===== src/rtl/rsq_pkg.sv =====
package rsq_pkg;

    // ------------------------------------------------------------
    // timing
    // ------------------------------------------------------------
    localparam int CLK_MHZ = 10;
    localparam int PWR_STABLE_US = 10;
    localparam int RC_WARM_US = 16;
    localparam int XTAL_WARM_US = 400;
    localparam int WDT_TICK_US = 10;
    localparam int PWR_STABLE_CYC = PWR_STABLE_US * CLK_MHZ;
    localparam int RC_WARM_CYC = RC_WARM_US * CLK_MHZ;
    localparam int XTAL_WARM_CYC = XTAL_WARM_US * CLK_MHZ;
    localparam int WDT_TICK_CYC = WDT_TICK_US * CLK_MHZ;

    // ------------------------------------------------------------
    // register indices (byte address = 4 * index)
    // ------------------------------------------------------------
    localparam logic [9:0] IDX_PROGRAM_STATUS_FLAGS = 10'h086;
    localparam logic [9:0] IDX_CTRL = 10'h090;
    localparam logic [9:0] IDX_WDT = 10'h091;
    localparam logic [9:0] IDX_STAT = 10'h092;
    localparam logic [9:0] IDX_MASK = 10'h093;
    localparam logic [9:0] IDX_SEQ = 10'h094;

    // ------------------------------------------------------------
    // fields and reset values
    // ------------------------------------------------------------
    localparam int PF_CAUSE_LSB = 6;
    localparam int CTRL_PIN_EN = 0;
    localparam int CTRL_XTAL = 1;
    localparam int CTRL_WDT_EN = 2;
    localparam logic [2:0] CTRL_RESET = 3'h5;
    localparam int EV_DONE = 0;
    localparam int EV_PWR = 1;
    localparam int EV_PIN = 2;
    localparam int EV_WDT = 3;
    localparam logic [1:0] CAUSE_WDT = 2'h0;
    localparam logic [1:0] CAUSE_PWR = 2'h2;
    localparam logic [1:0] CAUSE_PIN = 2'h3;
    localparam logic [13:0] RESET_VECTOR_ORIGIN = 14'h0000;
    localparam logic [7:0] WDT_LAST = 8'hff;

    typedef enum logic [4:0] {
        SQ_POWER_UP = 5'b00001,
        SQ_PIN_CHECK = 5'b00010,
        SQ_INIT = 5'b00100,
        SQ_WARMUP = 5'b01000,
        SQ_RUN = 5'b10000
    } rsq_state_t;

    typedef struct packed {
        logic hold;
        logic pc_clear;
        logic reg_init;
        logic exec_start;
    } rsq_core_t;

    typedef struct packed {
        logic pin_n;
        logic lvd_low;
        logic supply_ok;
    } rsq_src_t;

endpackage


===== src/rtl/rsq_sequencer.sv =====
`timescale 1ns/1ps
// Functional notes
// - any source starts a reset sequence
// - during reset hold registers, stop, clear pc
// - after release execute from address zero
// - cause readable in two flag bits
// - cause code 00 wdt, 10 power, 11 pin
// - power-up waits for stable supply
// - enabled pin low keeps device in reset
// - init, then oscillator warm-up, then execute
// - warm-up short for rc, long for crystal
// - watchdog overflow resets the system
// - watchdog counts until overflow unless cleared
// - after watchdog reset return to normal run
// - low-voltage detection resets the system
// - reset pin active low when option enabled
module rsq_sequencer
    import rsq_pkg::*;
(
    input wire logic clock, // 10 MHz system clock
    input wire logic rstn, // power-on reset, active low
    input wire logic wb_cyc_i, // wishbone cycle
    input wire logic wb_stb_i, // wishbone strobe
    input wire logic wb_we_i, // wishbone write enable
    input wire logic [11:0] wb_adr_i, // wishbone byte address
    input wire logic [3:0] wb_sel_i, // wishbone byte selects
    input wire logic [31:0] wb_dat_i, // wishbone write data
    output logic wb_ack_o, // wishbone acknowledge
    output logic [31:0] wb_dat_o, // wishbone read data
    input wire logic supply_ok_pin, // supply monitor: supply up
    input wire logic low_voltage_detector, // high when below level
    input wire logic ext_reset_pin_n, // external reset pin
    output rsq_core_t core_o, // core reset controls
    output logic [13:0] pc_vector, // start address for the core
    output logic irq // level interrupt
);
    // ------------------------------------------------------------
    // synchronisers
    // ------------------------------------------------------------
    rsq_src_t src;
    rsq_sync #(.WIDTH(3), .RESET_VAL(3'h4)) rsq_sync_inst (
        .clock(clock),
        .rstn(rstn),
        .d({ext_reset_pin_n, low_voltage_detector, supply_ok_pin}),
        .q(src)
    );

    // ------------------------------------------------------------
    // bus decode
    // ------------------------------------------------------------
    logic [9:0] idx;
    logic bus_req, bus_wr;
    logic wr_program_status_flags, wr_ctrl, wr_wdt, wr_stat, wr_mask;
    logic [7:0] wdat;

    assign idx = wb_adr_i[11:2];
    // single-cycle ack; ack low in the cycle after it was given
    assign bus_req = wb_cyc_i && wb_stb_i && !wb_ack_o;
    assign bus_wr = bus_req && wb_we_i && wb_sel_i[0];
    assign wdat = wb_dat_i[7:0];
    assign wr_program_status_flags = bus_wr && (idx == IDX_PROGRAM_STATUS_FLAGS);
    assign wr_ctrl = bus_wr && (idx == IDX_CTRL);
    assign wr_wdt = bus_wr && (idx == IDX_WDT) && wdat[0];
    assign wr_stat = bus_wr && (idx == IDX_STAT);
    assign wr_mask = bus_wr && (idx == IDX_MASK);

    // ------------------------------------------------------------
    // state
    // ------------------------------------------------------------
    rsq_state_t state, next_state;
    logic [12:0] seq_cnt, next_seq_cnt;
    logic [1:0] reset_cause, next_reset_cause;
    rsq_core_t next_core;
    logic [9:0] wdt_div, next_wdt_div;
    logic [7:0] wdt_cnt, next_wdt_cnt;
    logic [2:0] ctrl, next_ctrl;
    logic [3:0] status, next_status;
    logic [3:0] mask, next_mask;
    logic [2:0] program_status_flags_low, next_program_status_flags_low;
    logic next_ack, next_irq;
    logic [31:0] next_dat;
    logic [3:0] ev;
    logic pwr_req, pin_req, wdt_run, wdt_tick, wdt_ovf;
    logic [12:0] warm_last;

    // supply and detector share one request; the pin has its own
    assign pwr_req = !src.supply_ok || src.lvd_low;
    assign pin_req = ctrl[CTRL_PIN_EN] && !src.pin_n;
    assign warm_last = ctrl[CTRL_XTAL] ? 13'(XTAL_WARM_CYC - 1)
                                       : 13'(RC_WARM_CYC - 1);

    // ------------------------------------------------------------
    // watchdog
    // ------------------------------------------------------------
    assign wdt_run = (state == SQ_RUN) && ctrl[CTRL_WDT_EN];
    assign wdt_tick = wdt_run && (wdt_div == 10'(WDT_TICK_CYC - 1));
    assign wdt_ovf = wdt_tick && (wdt_cnt == WDT_LAST);

    always_comb begin
        next_wdt_div = wdt_div;
        next_wdt_cnt = wdt_cnt;
        if (!wdt_run || wr_wdt) begin
            // clearing also restarts the prescaler, so a clear
            // buys one full period, except in the overflow cycle itself
            next_wdt_div = '0;
            next_wdt_cnt = '0;
        end else if (wdt_tick) begin
            next_wdt_div = '0;
            next_wdt_cnt = wdt_cnt + 8'h01;
        end else begin
            next_wdt_div = wdt_div + 10'h001;
        end
    end

    always_ff @(posedge clock) begin
        if (!rstn) begin
            wdt_div <= '0;
            wdt_cnt <= '0;
        end else begin
            wdt_div <= next_wdt_div;
            wdt_cnt <= next_wdt_cnt;
        end
    end

    // ------------------------------------------------------------
    // sequencer
    // ------------------------------------------------------------
    always_comb begin
        next_state = state;
        next_seq_cnt = seq_cnt;
        next_reset_cause = reset_cause;
        ev = '0;
        if (wr_program_status_flags) begin
            next_reset_cause = wdat[7:6];
        end
        case (state)
            SQ_POWER_UP: begin
                if (pwr_req) begin
                    next_seq_cnt = '0;
                end else if (seq_cnt == 13'(PWR_STABLE_CYC - 1)) begin
                    next_state = SQ_PIN_CHECK;
                    next_seq_cnt = '0;
                end else begin
                    next_seq_cnt = seq_cnt + 13'h0001;
                end
            end
            SQ_PIN_CHECK: begin
                if (!pin_req) begin
                    next_state = SQ_INIT;
                end
            end
            SQ_INIT: begin
                next_state = SQ_WARMUP;
                next_seq_cnt = '0;
            end
            SQ_WARMUP: begin
                if (seq_cnt == warm_last) begin
                    next_state = SQ_RUN;
                    ev[EV_DONE] = 1'b1;
                end else begin
                    next_seq_cnt = seq_cnt + 13'h0001;
                end
            end
            SQ_RUN: begin
                if (wdt_ovf) begin
                    // watchdog skips supply and pin checks
                    next_state = SQ_INIT;
                    next_reset_cause = CAUSE_WDT;
                    ev[EV_WDT] = 1'b1;
                end
            end
            default: begin
                next_state = SQ_POWER_UP;
                next_seq_cnt = '0;
            end
        endcase
        // supply loss outranks the pin, the pin outranks the watchdog
        if (pwr_req && state != SQ_POWER_UP) begin
            next_state = SQ_POWER_UP;
            next_seq_cnt = '0;
            next_reset_cause = CAUSE_PWR;
            ev[EV_PWR] = 1'b1;
            ev[EV_DONE] = 1'b0;
            ev[EV_WDT] = 1'b0;
        end else if (pin_req && (state == SQ_INIT || state == SQ_WARMUP
                                 || state == SQ_RUN)) begin
            next_state = SQ_PIN_CHECK;
            next_seq_cnt = '0;
            ev[EV_DONE] = 1'b0;
            ev[EV_WDT] = 1'b0;
            if (state == SQ_RUN) begin
                next_reset_cause = CAUSE_PIN;
                ev[EV_PIN] = 1'b1;
            end
        end
        next_core.hold = (next_state != SQ_RUN);
        next_core.pc_clear = (next_state != SQ_RUN);
        next_core.reg_init = (next_state == SQ_INIT);
        next_core.exec_start = (state == SQ_WARMUP)
                               && (next_state == SQ_RUN);
    end

    always_ff @(posedge clock) begin
        if (!rstn) begin
            state <= SQ_POWER_UP;
            seq_cnt <= '0;
            reset_cause <= CAUSE_PWR;
            core_o <= 4'hc;
        end else begin
            state <= next_state;
            seq_cnt <= next_seq_cnt;
            reset_cause <= next_reset_cause;
            core_o <= next_core;
        end
    end

    // ------------------------------------------------------------
    // registers and bus answer
    // ------------------------------------------------------------
    always_comb begin
        next_ctrl = wr_ctrl ? wdat[2:0] : ctrl;
        next_mask = wr_mask ? wdat[3:0] : mask;
        // a new event wins over a write-one clear in the same cycle
        next_status = (wr_stat ? (status & ~wdat[3:0]) : status) | ev;
        if (next_state != SQ_RUN) begin
            next_program_status_flags_low = '0;
        end else if (wr_program_status_flags) begin
            next_program_status_flags_low = wdat[2:0];
        end else begin
            next_program_status_flags_low = program_status_flags_low;
        end
        next_irq = |(next_status & next_mask);
        next_ack = bus_req;
        next_dat = '0;
        if (bus_req && !wb_we_i) begin
            case (idx)
                IDX_PROGRAM_STATUS_FLAGS: next_dat[7:0] = {reset_cause, 3'h0,
                                            program_status_flags_low};
                IDX_CTRL: next_dat[2:0] = ctrl;
                IDX_WDT: next_dat[7:0] = wdt_cnt;
                IDX_STAT: next_dat[3:0] = status;
                IDX_MASK: next_dat[3:0] = mask;
                IDX_SEQ: next_dat[4:0] = state;
                default: next_dat = '0;
            endcase
        end
    end

    always_ff @(posedge clock) begin
        if (!rstn) begin
            ctrl <= CTRL_RESET;
            mask <= '0;
            status <= '0;
            program_status_flags_low <= '0;
            irq <= 1'b0;
            wb_ack_o <= 1'b0;
            wb_dat_o <= '0;
            pc_vector <= RESET_VECTOR_ORIGIN;
        end else begin
            ctrl <= next_ctrl;
            mask <= next_mask;
            status <= next_status;
            program_status_flags_low <= next_program_status_flags_low;
            irq <= next_irq;
            wb_ack_o <= next_ack;
            wb_dat_o <= next_dat;
            pc_vector <= RESET_VECTOR_ORIGIN;
        end
    end

    // ------------------------------------------------------------
    // assertions
    // ------------------------------------------------------------
    logic [12:0] warm_age;
    always_ff @(posedge clock) begin
        if (!rstn || state != SQ_WARMUP) begin
            warm_age <= '0;
        end else begin
            warm_age <= warm_age + 13'h0001;
        end
    end

    property p_any_source;
        @(posedge clock) disable iff (!rstn)
        (state == SQ_RUN && (pwr_req || pin_req || wdt_ovf))
            |=> (state != SQ_RUN && core_o.hold);
    endproperty
    a_any_source: assert property (p_any_source)
        else $error("reset source did not stop execution");
    property p_hold;
        @(posedge clock) disable iff (!rstn)
        (state != SQ_RUN) |-> (core_o.hold && core_o.pc_clear
                               && program_status_flags_low == 3'h0);
    endproperty
    a_hold: assert property (p_hold)
        else $error("core not held while in reset");
    property p_start;
        @(posedge clock) disable iff (!rstn)
        $rose(state == SQ_RUN) |-> (core_o.exec_start && !core_o.hold
                                   && pc_vector == 14'h0000)
                                   ##1 !core_o.exec_start;
    endproperty
    a_start: assert property (p_start)
        else $error("execution start wrong");
    property p_cause_pin;
        @(posedge clock) disable iff (!rstn)
        (state == SQ_RUN && pin_req && !pwr_req)
            |=> (reset_cause == 2'h3 && state == SQ_PIN_CHECK);
    endproperty
    a_cause_pin: assert property (p_cause_pin)
        else $error("pin reset cause not recorded");
    property p_power;
        @(posedge clock) disable iff (!rstn)
        (state != SQ_POWER_UP && pwr_req)
            |=> (reset_cause == 2'h2 && state == SQ_POWER_UP);
    endproperty
    a_power: assert property (p_power)
        else $error("low voltage did not restart power-up");
    property p_supply_wait;
        @(posedge clock) disable iff (!rstn)
        (state == SQ_POWER_UP && pwr_req) |=> (state == SQ_POWER_UP)
            ##0 (seq_cnt == 13'h0000);
    endproperty
    a_supply_wait: assert property (p_supply_wait)
        else $error("left power-up with supply not stable");
    property p_pin_wait;
        @(posedge clock) disable iff (!rstn)
        (state == SQ_PIN_CHECK && pin_req && !pwr_req)
            |=> (state == SQ_PIN_CHECK && core_o.hold);
    endproperty
    a_pin_wait: assert property (p_pin_wait)
        else $error("left pin check with pin low");
    property p_wdt_reset;
        @(posedge clock) disable iff (!rstn)
        (wdt_ovf && !pwr_req && !pin_req)
            |=> (state == SQ_INIT && reset_cause == 2'h0)
            ##1 (state == SQ_WARMUP);
    endproperty
    a_wdt_reset: assert property (p_wdt_reset)
        else $error("watchdog overflow did not reset");
    property p_wdt_count;
        @(posedge clock) disable iff (!rstn)
        (wdt_tick && !wr_wdt && wdt_cnt != 8'hff)
            |=> (wdt_cnt == $past(wdt_cnt) + 8'h01);
    endproperty
    a_wdt_count: assert property (p_wdt_count)
        else $error("watchdog did not count");
    property p_warm_len;
        @(posedge clock) disable iff (!rstn)
        (state == SQ_WARMUP) |-> (ctrl[1] ? warm_age < 13'd4000
                                          : warm_age < 13'd160);
    endproperty
    a_warm_len: assert property (p_warm_len)
        else $error("warm-up exceeded its length");
    property p_irq;
        @(posedge clock) disable iff (!rstn)
        (|(status & mask)) |-> irq;
    endproperty
    a_irq: assert property (p_irq)
        else $error("interrupt not raised");
endmodule


===== src/rtl/rsq_sync.sv =====
`timescale 1ns/1ps
module rsq_sync #(
    parameter int WIDTH = 1,
    parameter logic [WIDTH-1:0] RESET_VAL = '0
) (
    input wire logic clock, // system clock
    input wire logic rstn, // synchronous reset, active low
    input wire logic [WIDTH-1:0] d, // asynchronous inputs
    output logic [WIDTH-1:0] q // synchronised outputs
);
    logic [WIDTH-1:0] meta;

    always_ff @(posedge clock) begin
        if (!rstn) begin
            meta <= RESET_VAL;
            q <= RESET_VAL;
        end else begin
            meta <= d;
            q <= meta;
        end
    end
endmodule


===== config.mk =====
export PLATFORM = sky130hd
export DESIGN_NAME = rsq_sequencer
export DESIGN_NICKNAME = d
export VERILOG_FILES = /design/src/rtl/rsq_pkg.sv /design/src/rtl/rsq_sequencer.sv /design/src/rtl/rsq_sync.sv
export SDC_FILE = /design/constraint.sdc
export NUM_CORES = 1
export LEC_CHECK = 0
export ABC_AREA = 1
export BUFFER_PORTS_ARGS = -buffer_cell sky130_fd_sc_hd__buf_2
export CAP_MARGIN = 15
export CORE_MARGIN = 1
export CORE_UTILIZATION = 30
export CTS_BUF_LIST = sky130_fd_sc_hd__clkbuf_2
export DETAILED_ROUTE_END_ITERATION = 8
export GPL_TIMING_DRIVEN = 0
export PLACE_DENSITY = 0.51
export SLEW_MARGIN = 20
export SYNTH_ARGS = -nofsm -noshare
export SYNTH_HDL_FRONTEND = slang
export SYNTH_SLANG_ARGS = --single-unit
export TNS_END_PERCENT = 100

===== constraint.sdc =====
create_clock -name clock -period 2.9 [get_ports clock]
set_input_delay 0.29 -clock clock [delete_from_list [all_inputs] [get_ports clock]]
set_output_delay 0.29 -clock clock [all_outputs]
set_load 0.01 [all_outputs]

-- Yosys cells after proc, flatten, opt, wreduce, memory -nomap -nowiden
Index checks and enable logic that the tools add are counted.
- word-level logic and storage cells: 118
- bits in registers: 95
- bits of input ports: 56
- output and inout bits: 52
- bitwise logic cells: 6
- reductions and logical operators: 36
- $add $sub $neg: 3
- equality and inequality tests: 20
- multiplexer cells: 35
- operator list (kind ; number):
    equality test 10 x 8 -> 1 bit (second input constant) ; 6
    two-way mux 13 bit ; 3
    case mux 13 bit (3 select lines) ; 1
    two-way mux 5 bit ; 7
    case mux 5 bit (5 select lines) ; 1
    logical AND 1 bit ; 18
    case mux 3 bit (6 select lines) ; 1
    adder 13 x 1 -> 13 bit (second input constant) ; 1
    equality test 13 x 12 -> 1 bit ; 1
    equality test 13 x 7 -> 1 bit (second input constant) ; 1
    two-way mux 12 bit ; 1
    two-way mux 2 bit ; 6
    adder 10 x 1 -> 10 bit (second input constant) ; 1
    equality test 10 x 7 -> 1 bit (second input constant) ; 1
    equality test 5 x 3 -> 1 bit (second input constant) ; 2
    equality test 5 bit (second input constant) ; 2
    two-way mux 1 bit ; 10
    adder 8 x 1 -> 8 bit (second input constant) ; 1
    AND 4 bit ; 2
    equality test 8 bit (second input constant) ; 1
    two-way mux 4 bit ; 2
    OR reduction 2 bit ; 4
    case mux 3 bit (2 select lines) ; 1
    OR reduction 3 bit ; 2
    15 further kinds ; 24

-- Depth between registers and ports, before layout
Gate-level depths: netlist of run 1.
- depth in word-level cells: 11
- mapped depth: 13
- depth with buffers taken out: 13

-- Hierarchy
Synthesis of run 1 repeated with hierarchy kept, for this count alone.
- cell total of the unflattened synthesis: 571
- area total of the unflattened synthesis: 4048.9 um2
- by module, submodules not included (module ; sequential area each (um2) ; instances ; area each (um2) ; cells an instance):
    rsq_sequencer ; 1301.2 ; 1 ; 3883.7 ; 553
    rsq_sync ; 120.1 ; 1 ; 165.2 ; 18

-- Worst setup path before layout of run 1
No wires, ideal clock.
- kind: reg-to-reg
- start point: register wdt_div[0]
- end point: register reset_cause[0]
- slack: 1.287 ns
- arrival time: 1.490 ns
- cell stages (with the launch flop): 10
- period minus slack after synthesis: 1.613 ns
- data required time: 2.777 ns
- path buffers: 0
- library setup time: 0.123 ns
- path through: dfxtp_1 -> ha_1 -> inv_1 -> nor2_1 -> nand3_1 -> nor2_1 -> nand2_4 -> or2_2 -> o211ai_1 -> a21boi_1
- word-level cells in the longest chain between the ends: 7
- ends and longest elaborated chain (item ; RTL line ; text):
    start: declaration ; rsq_sequencer.sv:74 ; logic [9:0] wdt_div, next_wdt_div;
    start signal: assignment ; rsq_sequencer.sv:120 ; wdt_div <= next_wdt_div;
    equality test 10 x 7 -> 1 bit * ; rsq_sequencer.sv:96 ; assign wdt_tick = wdt_run && (wdt_div == 10'(WDT_TICK_CYC - 1));
    logical AND 1 bit * ; rsq_sequencer.sv:96 ;
    logical AND 1 bit * ; rsq_sequencer.sv:97 ; assign wdt_ovf = wdt_tick && (wdt_cnt == WDT_LAST);
    two-way mux 2 bit * ; rsq_sequencer.sv:165 ; if (wdt_ovf) begin
    two-way mux 2 bit * ; rsq_sequencer.sv:136 ; case (state)
    two-way mux 2 bit ; rsq_sequencer.sv:191 ; if (state == SQ_RUN) begin
    two-way mux 2 bit * ; rsq_sequencer.sv:185 ; end else if (pin_req && (state == SQ_INIT || state == SQ_WARMUP
    end signal: assignment ; rsq_sequencer.sv:212 ; reset_cause <= next_reset_cause;
    end: declaration ; rsq_sequencer.sv:72 ; logic [1:0] reset_cause, next_reset_cause;
Mark *: on every way between the ends. The rest lies on a longest branch, timed or not.
A chain may end at the register's enable or synchronous reset.

-- Final worst setup path of run 1
- start point: register wdt_div[0]
- end point: register irq
- word-level cells in the longest chain between the ends: 10
- ends and longest elaborated chain (item ; RTL line ; text):
    equality test 10 x 7 -> 1 bit ; rsq_sequencer.sv:96 ;
    logical AND 1 bit ; rsq_sequencer.sv:96 ;
    logical AND 1 bit ; rsq_sequencer.sv:97 ;
    two-way mux 1 bit ; rsq_sequencer.sv:165 ;
    two-way mux 1 bit ; rsq_sequencer.sv:136 ;
    two-way mux 2 bit ; rsq_sequencer.sv:185 ;
    two-way mux 1 bit ; rsq_sequencer.sv:178 ; if (pwr_req && state != SQ_POWER_UP) begin
    OR 4 bit ; rsq_sequencer.sv:224 ; next_status = (wr_stat ? (status & ~wdat[3:0]) : status) | ev;
    AND 4 bit ; rsq_sequencer.sv:232 ; next_irq = |(next_status & next_mask);
    OR reduction 4 bit ; rsq_sequencer.sv:232 ;
    end signal: assignment ; rsq_sequencer.sv:264 ; irq <= next_irq;
    end: declaration ; rsq_sequencer.sv:35 ; output logic irq
Every way passes these cells.

==> reports/metrics.cfg, run 1 <==
[outcome]
status=finished, final reports clean

[hold_path]
hold_path_class=in -> reg
timing.hold.worst_path_depth=4
hold_start=wb_adr_i[6]

[sta]
whs_ns=0.05813
fin_crit_ns=1.838
fin_tns_setup_ns=0
setup_viol=0
tightest_slew_ns=0.6264
rsz0062_at_grt=false
finalCritPeriodShare_pct=63.37
finalHoldViolCount=0
finClkSkew_ns=0.03802
fmax_ghz=0.5442
maxSlewViolCount=0
timing.slew.headroom_pct=57.92

[placed_design]
gp_congestion=0.8269
placed_cell_area_um2=4498
port_buffers=38
dp_hpwl_um=7724

[power_and_ir_drop]
peakVddDrop_v=0.0001260
power_density_nw_per_um2=365.3
p_leak_uw=0.002121

[worst_setup_path]
rr_startpoint=wdt_div[0]
crit_start=wdt_div[0]
r2r_cells=13
path_class=reg -> reg
cp-end-kind=flop
cp_max_fo=6
reg2reg_setup_slack_ns=1.06
worstPathRequired_ns=3.39
start_kind=flop
arrival_ns=2.33

[route]
wire_per_inst_um=11.60
num_vias=3604
drt-total-wl_um=9733
drc=0
via_per_inst=4.296
dr.pass1.iters=5
dr.first_iter.drc_count=168
ant_nets=0

[die]
die-area_um2=13640
dieWidth_um=116.8
initial_core_util_pct=31.08
die_height_um=116.8
core_um2=12720
rows=41
ios=108

[global_route]
grt.overflow.total=0
antenna_found_initial=0
grt_pass1_wl_um=15950
grt_usage_pct=15.48
grt_pass1_vias=3223
grt_max_degree=14

[clocking]
numCtsBuffers=9
clk_pin_slew_worst_paths_ns=0.23
cts_root_buf=clkbuf_2
insertion_delay_ns=0.58
cts_tree=done
cts.sinks=71
cts.path.max_buffers=2
htreeDepth=3

[synth]
synth_area_leaders=dfxtp_1 36%, nand2_1 11%, buf_4 7.6%
synth_seq_cells=71
yosysTopAreaCell=dfxtp_1
synth-seq-area-share_pct=35.95
ys_types=38
syn_area_um2=3954
avgSynthCellArea_um2=6.949
netlist_instances=569
synth_top_area_share_pct=35.95
yosysWarnings=0

[layout]
layout-drive-gt1-share_pct=20.99
area_delta_synth_final_pct=18.58
final_net_count=721
postLayoutCellArea_um2=4688
antenna_cells=0

[run]
max_cap_violations=0

-- registers in the layout, indices dropped and copies added, names as in the netlist --
signal / cells
wb_dat_o: 8
core_o: 3
program_status_flags_low: 3
wdt_div: 10
rsq_sync_inst.meta: 3
mask: 4
status: 4
ctrl: 3
wdt_cnt: 8
state: 5
reset_cause: 2
rsq_sync_inst.q: 3
irq: 1
wb_ack_o: 1
seq_cnt: 13
-- placed cells by master (no fill, tap or decap), types with 6 or more instances in the layout --
| cell type | synthesis | routed |
|---|---|---|
| a21oi_1 | 25 | 25 |
| buf_2 | 3 | 41 |
| buf_4 | 40 | 40 |
| clkbuf_2 | 0 | 10 |
| conb_1 | 1 | 38 |
| dfxtp_1 | 71 | 71 |
| dlygate4sd3_1 | 0 | 7 |
| inv_1 | 76 | 76 |
| inv_2 | 6 | 6 |
| nand2_1 | 121 | 121 |
| nand2_2 | 7 | 7 |
| nand3_1 | 42 | 42 |
| nand4_1 | 16 | 16 |
| nor2_1 | 67 | 67 |
| nor3_1 | 15 | 15 |
| o21ai_0 | 23 | 23 |
-- report_power, final --
part / switching (uW) / internal, uW
registers: 1.55 / 983
clock network: 388 / 209
logic: 70.8 / 60.8
-- layer usage --
layer / vias up / GRT usage, % / wire [um] / share of wire, %
met4: 0 / 5.063 / 140 / 1.4
met5: - / 0 / 0 / 0
met1: 1590 / 20.36 / 4773 / 49
met2: 78 / 24.26 / 4359 / 45
met3: 10 / 4.583 / 460 / 4.7
li1: 1926 / - / - / -
-- worst max-delay path: stages, from the launching register on --
cell	delay [ns]
dfxtp_1	0.40
ha_1	0.17
inv_1	0.05
nor2_1	0.16
nand3_1	0.09
nor2_1	0.21
nand2_4	0.14
nor2_4	0.13
nand3_2	0.11
nand2_1	0.08
nand2_1	0.05
nand2_1	0.06
nor2_1	0.04
nor2_1	0.07
-- path summary, 6_finish.rpt --
kind	to
setup / recovery	irq
hold / removal	wb_dat_o[7]
setup reg to reg	irq
hold reg to reg	rsq_sync_inst.q[0]
-- area by class of cell --
class	instances	area, um2
clock buffer	10	50.05
timing repair buffer	45	260.3
multi-input combinational	409	2044
inverter	82	307.8
fill	1410	8034
sequential	71	1421
tap	172	215.2
clock inverter	6	70.07
buffer	44	319.1
-- logic make-up (layout without fill, tap and decap cells) --
family	Yosys count	after routing	share of synthesized area, %
and+or+nand+nor	303	303	37.37
buffers and inverters	126	187	15.85
DFF	71	71	35.95
AOI/OAI and AO/OA	60	60	8.671
xor gates and xnor gates	5	5	1.108
adders and majority gates	3	3	0.9495
other	1	38	0.09485
-- synthesized netlist by cell type (all sizes together) --
cell type,number
a211oi,2
a21boi,1
a21oi,25
a31oi,1
buf,43
clkbuf,1
conb,1
dfxtp,71
ha,3
inv,82
nand2,131
nand3,46
nand3b,2
nand4,17
nor2,77
nor2b,1
nor3,17
nor3b,5
nor4,4
o211ai,3
o21ai,23
o21bai,2
o221ai,1
o22ai,2
or2,3
xnor2,1
xor2,4
-- timing repair --
item                                    CTS  global route
hold buffers                              6             1
setup buffers                             0             0
resized for setup                         0             0
hold endpoints to repair                  6             1
endpoints found under the setup margin    0             0
-- per-stage QoR --
stage	util (%)	total power (uW)	cells	setup WS, ns
2_1_floorplan	-	1094	606	1.287
5_1_grt	36.85	1807	839	0.7499
4_1_cts	36.77	1745	838	1.026
3_3_place_gp	35.36	1126	816	1.025
3_5_place_dp	35.36	1126	816	1.023
6_report	36.85	1712	839	1.062
(Power assumes the default switching activity.)
==> run 2: changes to the inputs <==
ABC_AREA = 0   (was 1)
PLACE_DENSITY = 0.53   (was 0.51)
clock period = 1.62 ns   (was 2.9 ns; I/O delays follow)
==> reports/metrics.cfg, run 2 <==
[die]
ios=108  ; unchanged
rows=39  ; -4.9%
die-area_um2=12450  ; -8.7%
die_height_um=111.6  ; -4.5%
initial_core_util_pct=31.15  ; +0.070 points
core_um2=11560  ; -9.1%
dieWidth_um=111.6  ; -4.5%

[run]
max_cap_violations=0  ; unchanged

[synth]
synth_top_family_by_area=simple AND/OR/NAND/NOR gates
yosysWarnings=0  ; unchanged
avgSynthCellArea_um2=8.638  ; +24%
ys_types=61  ; +61%
async_flop_share_pct=0  ; unchanged
synth_top_area_share_pct=39.46  ; +3.5 points
yosysMostFrequentCell=dfxtp_1
synthFlopType=dfxtp_1
synth-seq-area-share_pct=39.46  ; +3.5 points
synthXorXnorAreaFrac_pct=5.592  ; +4.5 points
synth_seq_cells=71  ; unchanged
yosys-top-cells-count=71 x dfxtp_1, 52 x nor2_1, 39 x buf_4
synth-compound-area-share_pct=11.77  ; +3.1 points
synthAdderAreaFrac_pct=1.042  ; +0.093 points
syn_area_um2=3602  ; -8.9%
synthSimpleGateAreaFrac_pct=27.34  ; -10 points
netlist_instances=417  ; -27%
yosysTopAreaCell=dfxtp_1
synthMuxAreaShare_pct=3.856  ; +3.9 points
synth_enable_flop_cells=0  ; unchanged
synth_area_leaders=dfxtp_1 39%, buf_4 8.1%, nor2_1 5.4%

[layout]
final_common_cell=buf_4
largest_register=seq_cnt
final_cell_mix=62 x buf_4, 60 x dfxtp_1, 46 x nor2_1, 39 x buf_2, 38 x conb_1
final_core_util_pct=42.76  ; +5.9 points
largest_reg_flops=13  ; unchanged
finalNonFillerCells=681  ; -19%
area_delta_synth_final_pct=37.27
layout-drive-gt1-share_pct=39.03  ; +18 points
num-fill-cells=1138  ; -19%
reg_top3=seq_cnt: 13 flops, wdt_div: 10 flops
antenna_cells=0  ; unchanged
postLayoutCellArea_um2=4945  ; +5.5%
final_net_count=592  ; -18%

[power_and_ir_drop]
power_density_nw_per_um2=615.4  ; +68%
peakVddDrop_v=0.0002438  ; +93%
p_leak_uw=0.002012  ; -5.1%

[sta]
maxSlewViolCount=0  ; unchanged
rsz0062_at_grt=true
setup_viol=38  ; +38
timing.slew.headroom_pct=46.63  ; -11 points
layout_setup_ws_ns=-0.4219  ; -1.484 ns
fin_crit_ns=2.042  ; +0.2044 ns
finalCritPeriodShare_pct=126.0  ; +63 points
finClkSkew_ns=0.04849  ; +0.01047 ns
finalHoldViolCount=0  ; unchanged
fmax_ghz=0.4897  ; -10%
tightest_slew_ns=0.7988  ; +0.1724 ns

[global_route]
grt_usage_pct=15.72  ; +0.24 points
antenna_found_initial=0  ; unchanged
busiest_layer=met2
grt_max_degree=13  ; -1
grt_pass1_wl_um=15440  ; -3.2%
met2_usage_pct=24.42  ; +0.16 points
grtUsageMet3_pct=2.613  ; -2.0 points
use_met1_pct=20.80  ; +0.44 points
grt.overflow.total=0  ; unchanged
grt_pass1_vias=3102  ; -3.8%

[route]
dr.pass1.iters=9  ; +4
wire_per_inst_um=13.82  ; +19%
num_vias=3245  ; -10%
drc=12  ; +12
dr.first_iter.drc_count=254  ; +51%
ant_nets=0  ; unchanged
via_per_inst=4.765  ; +11%
drt-total-wl_um=9411  ; -3.3%

[outcome]
violations=DRC, setup timing
status=finished, violations left

[worst_setup_path]
start_kind=flop
worstPathRequired_ns=2.07  ; -1.32 ns
cp_max_fo=4  ; -2
path_class=reg -> reg
arrival_ns=2.49  ; +0.16 ns
cp-end-kind=flop

[clocking]
clk_pin_slew_worst_paths_ns=0.22  ; about the same
cts_tree=done
htreeDepth=3  ; unchanged
cts.sinks=71  ; unchanged
insertion_delay_ns=0.55  ; -0.03 ns
numCtsBuffers=9  ; unchanged
cts_root_buf=clkbuf_2
cts.path.max_buffers=2  ; unchanged

[placed_design]
gp_congestion=0.8164  ; -1.3%
port_buffers=37  ; -2.6%
placed_cell_area_um2=4136  ; -8.0%
place_inst=634  ; -22%
dp_hpwl_um=6439  ; -17%

[hold_path]
hold_path_class=in -> reg

run 2: final timing paths:
check,startpoint,slack (ns),endpoint,cells after the start
max,seq_cnt[11],-0.42,seq_cnt[7],6
min,wb_adr_i[6],0.02,wb_dat_o[7],4
max reg2reg,seq_cnt[11],-0.42,seq_cnt[7],6
min reg2reg,rsq_sync_inst.meta[2],0.44,rsq_sync_inst.q[2],1
run 2: stage by stage:
| stage | hold WS (ns) | worst slack [ns] | total power, uW | setup TNS [ns] |
|---|---|---|---|---|
| global placement | 0.3532 | -0.7334 | 2013 | -27.00 |
| floorplan | 0.2635 | -0.3306 | 1952 | -4.611 |
| global route | 0.009983 | -0.5109 | 3185 | -12.88 |
| CTS | 0.002181 | -0.4027 | 3059 | -8.324 |
| finish | 0.02278 | -0.4219 | 3043 | -9.156 |
| detailed placement | 0.3460 | -0.7345 | 2013 | -27.20 |
run 2: kinds of logic (layout without fill, tap and decap cells):
logic type / Yosys count / in the layout
fa+ha+maj: 3 / 3
other cells: 1 / 38
buf+inv: 64 / 148
compound gates: 62 / 62
xor+xnor: 23 / 23
simple gates: 180 / 180
mux: 13 / 13
flops: 71 / 71
run 2: metal layers:
layer | vias up | share of wire [%]
li1 | 1625 | -
met3 | 14 | 6.0
met4 | 0 | 2.2
met1 | 1490 | 48
met5 | - | 0
met2 | 116 | 44
run 2: report_power, final:
group	switching [uW]	total, uW	internal (uW)	leakage, uW
Combinational	133	266	133	0.00136
Clock	663	1020	356	0.0000717
Sequential	2.91	1760	1750	0.000579
run 2: what timing repair did:
| action | 4_1_cts | 5_1_grt |
|---|---|---|
| hold endpoints to repair | 14 | 0 |
| hold buffers | 8 | 0 |
| pin swaps | 22 | 16 |
| resized for setup | 64 | 43 |
| setup buffers | 24 | 6 |
| endpoints found under the setup margin | 50 | 55 |
run 2: area by class of cell:
class | count | area [um2] | share of cell area [%]
multi-input combinational | 319 | 2311 | 46.74
inverter | 9 | 33.78 | 0.6832
clock buffer | 10 | 50.05 | 1.012
sequential | 71 | 1440 | 29.12
tap | 143 | 178.9 | 3.618
clock inverter | 6 | 61.31 | 1.240
timing repair buffer | 73 | 498.0 | 10.07
buffer | 50 | 371.6 | 7.515
run 2: critical path, stage by stage, from the launching register on:
cell	delay [ns]
dfxtp_2	0.37
or4_4	0.55
nand4bb_4	0.24
a31o_4	0.29
o21bai_4	0.13
nor3b_1	0.06
or3_1	0.33
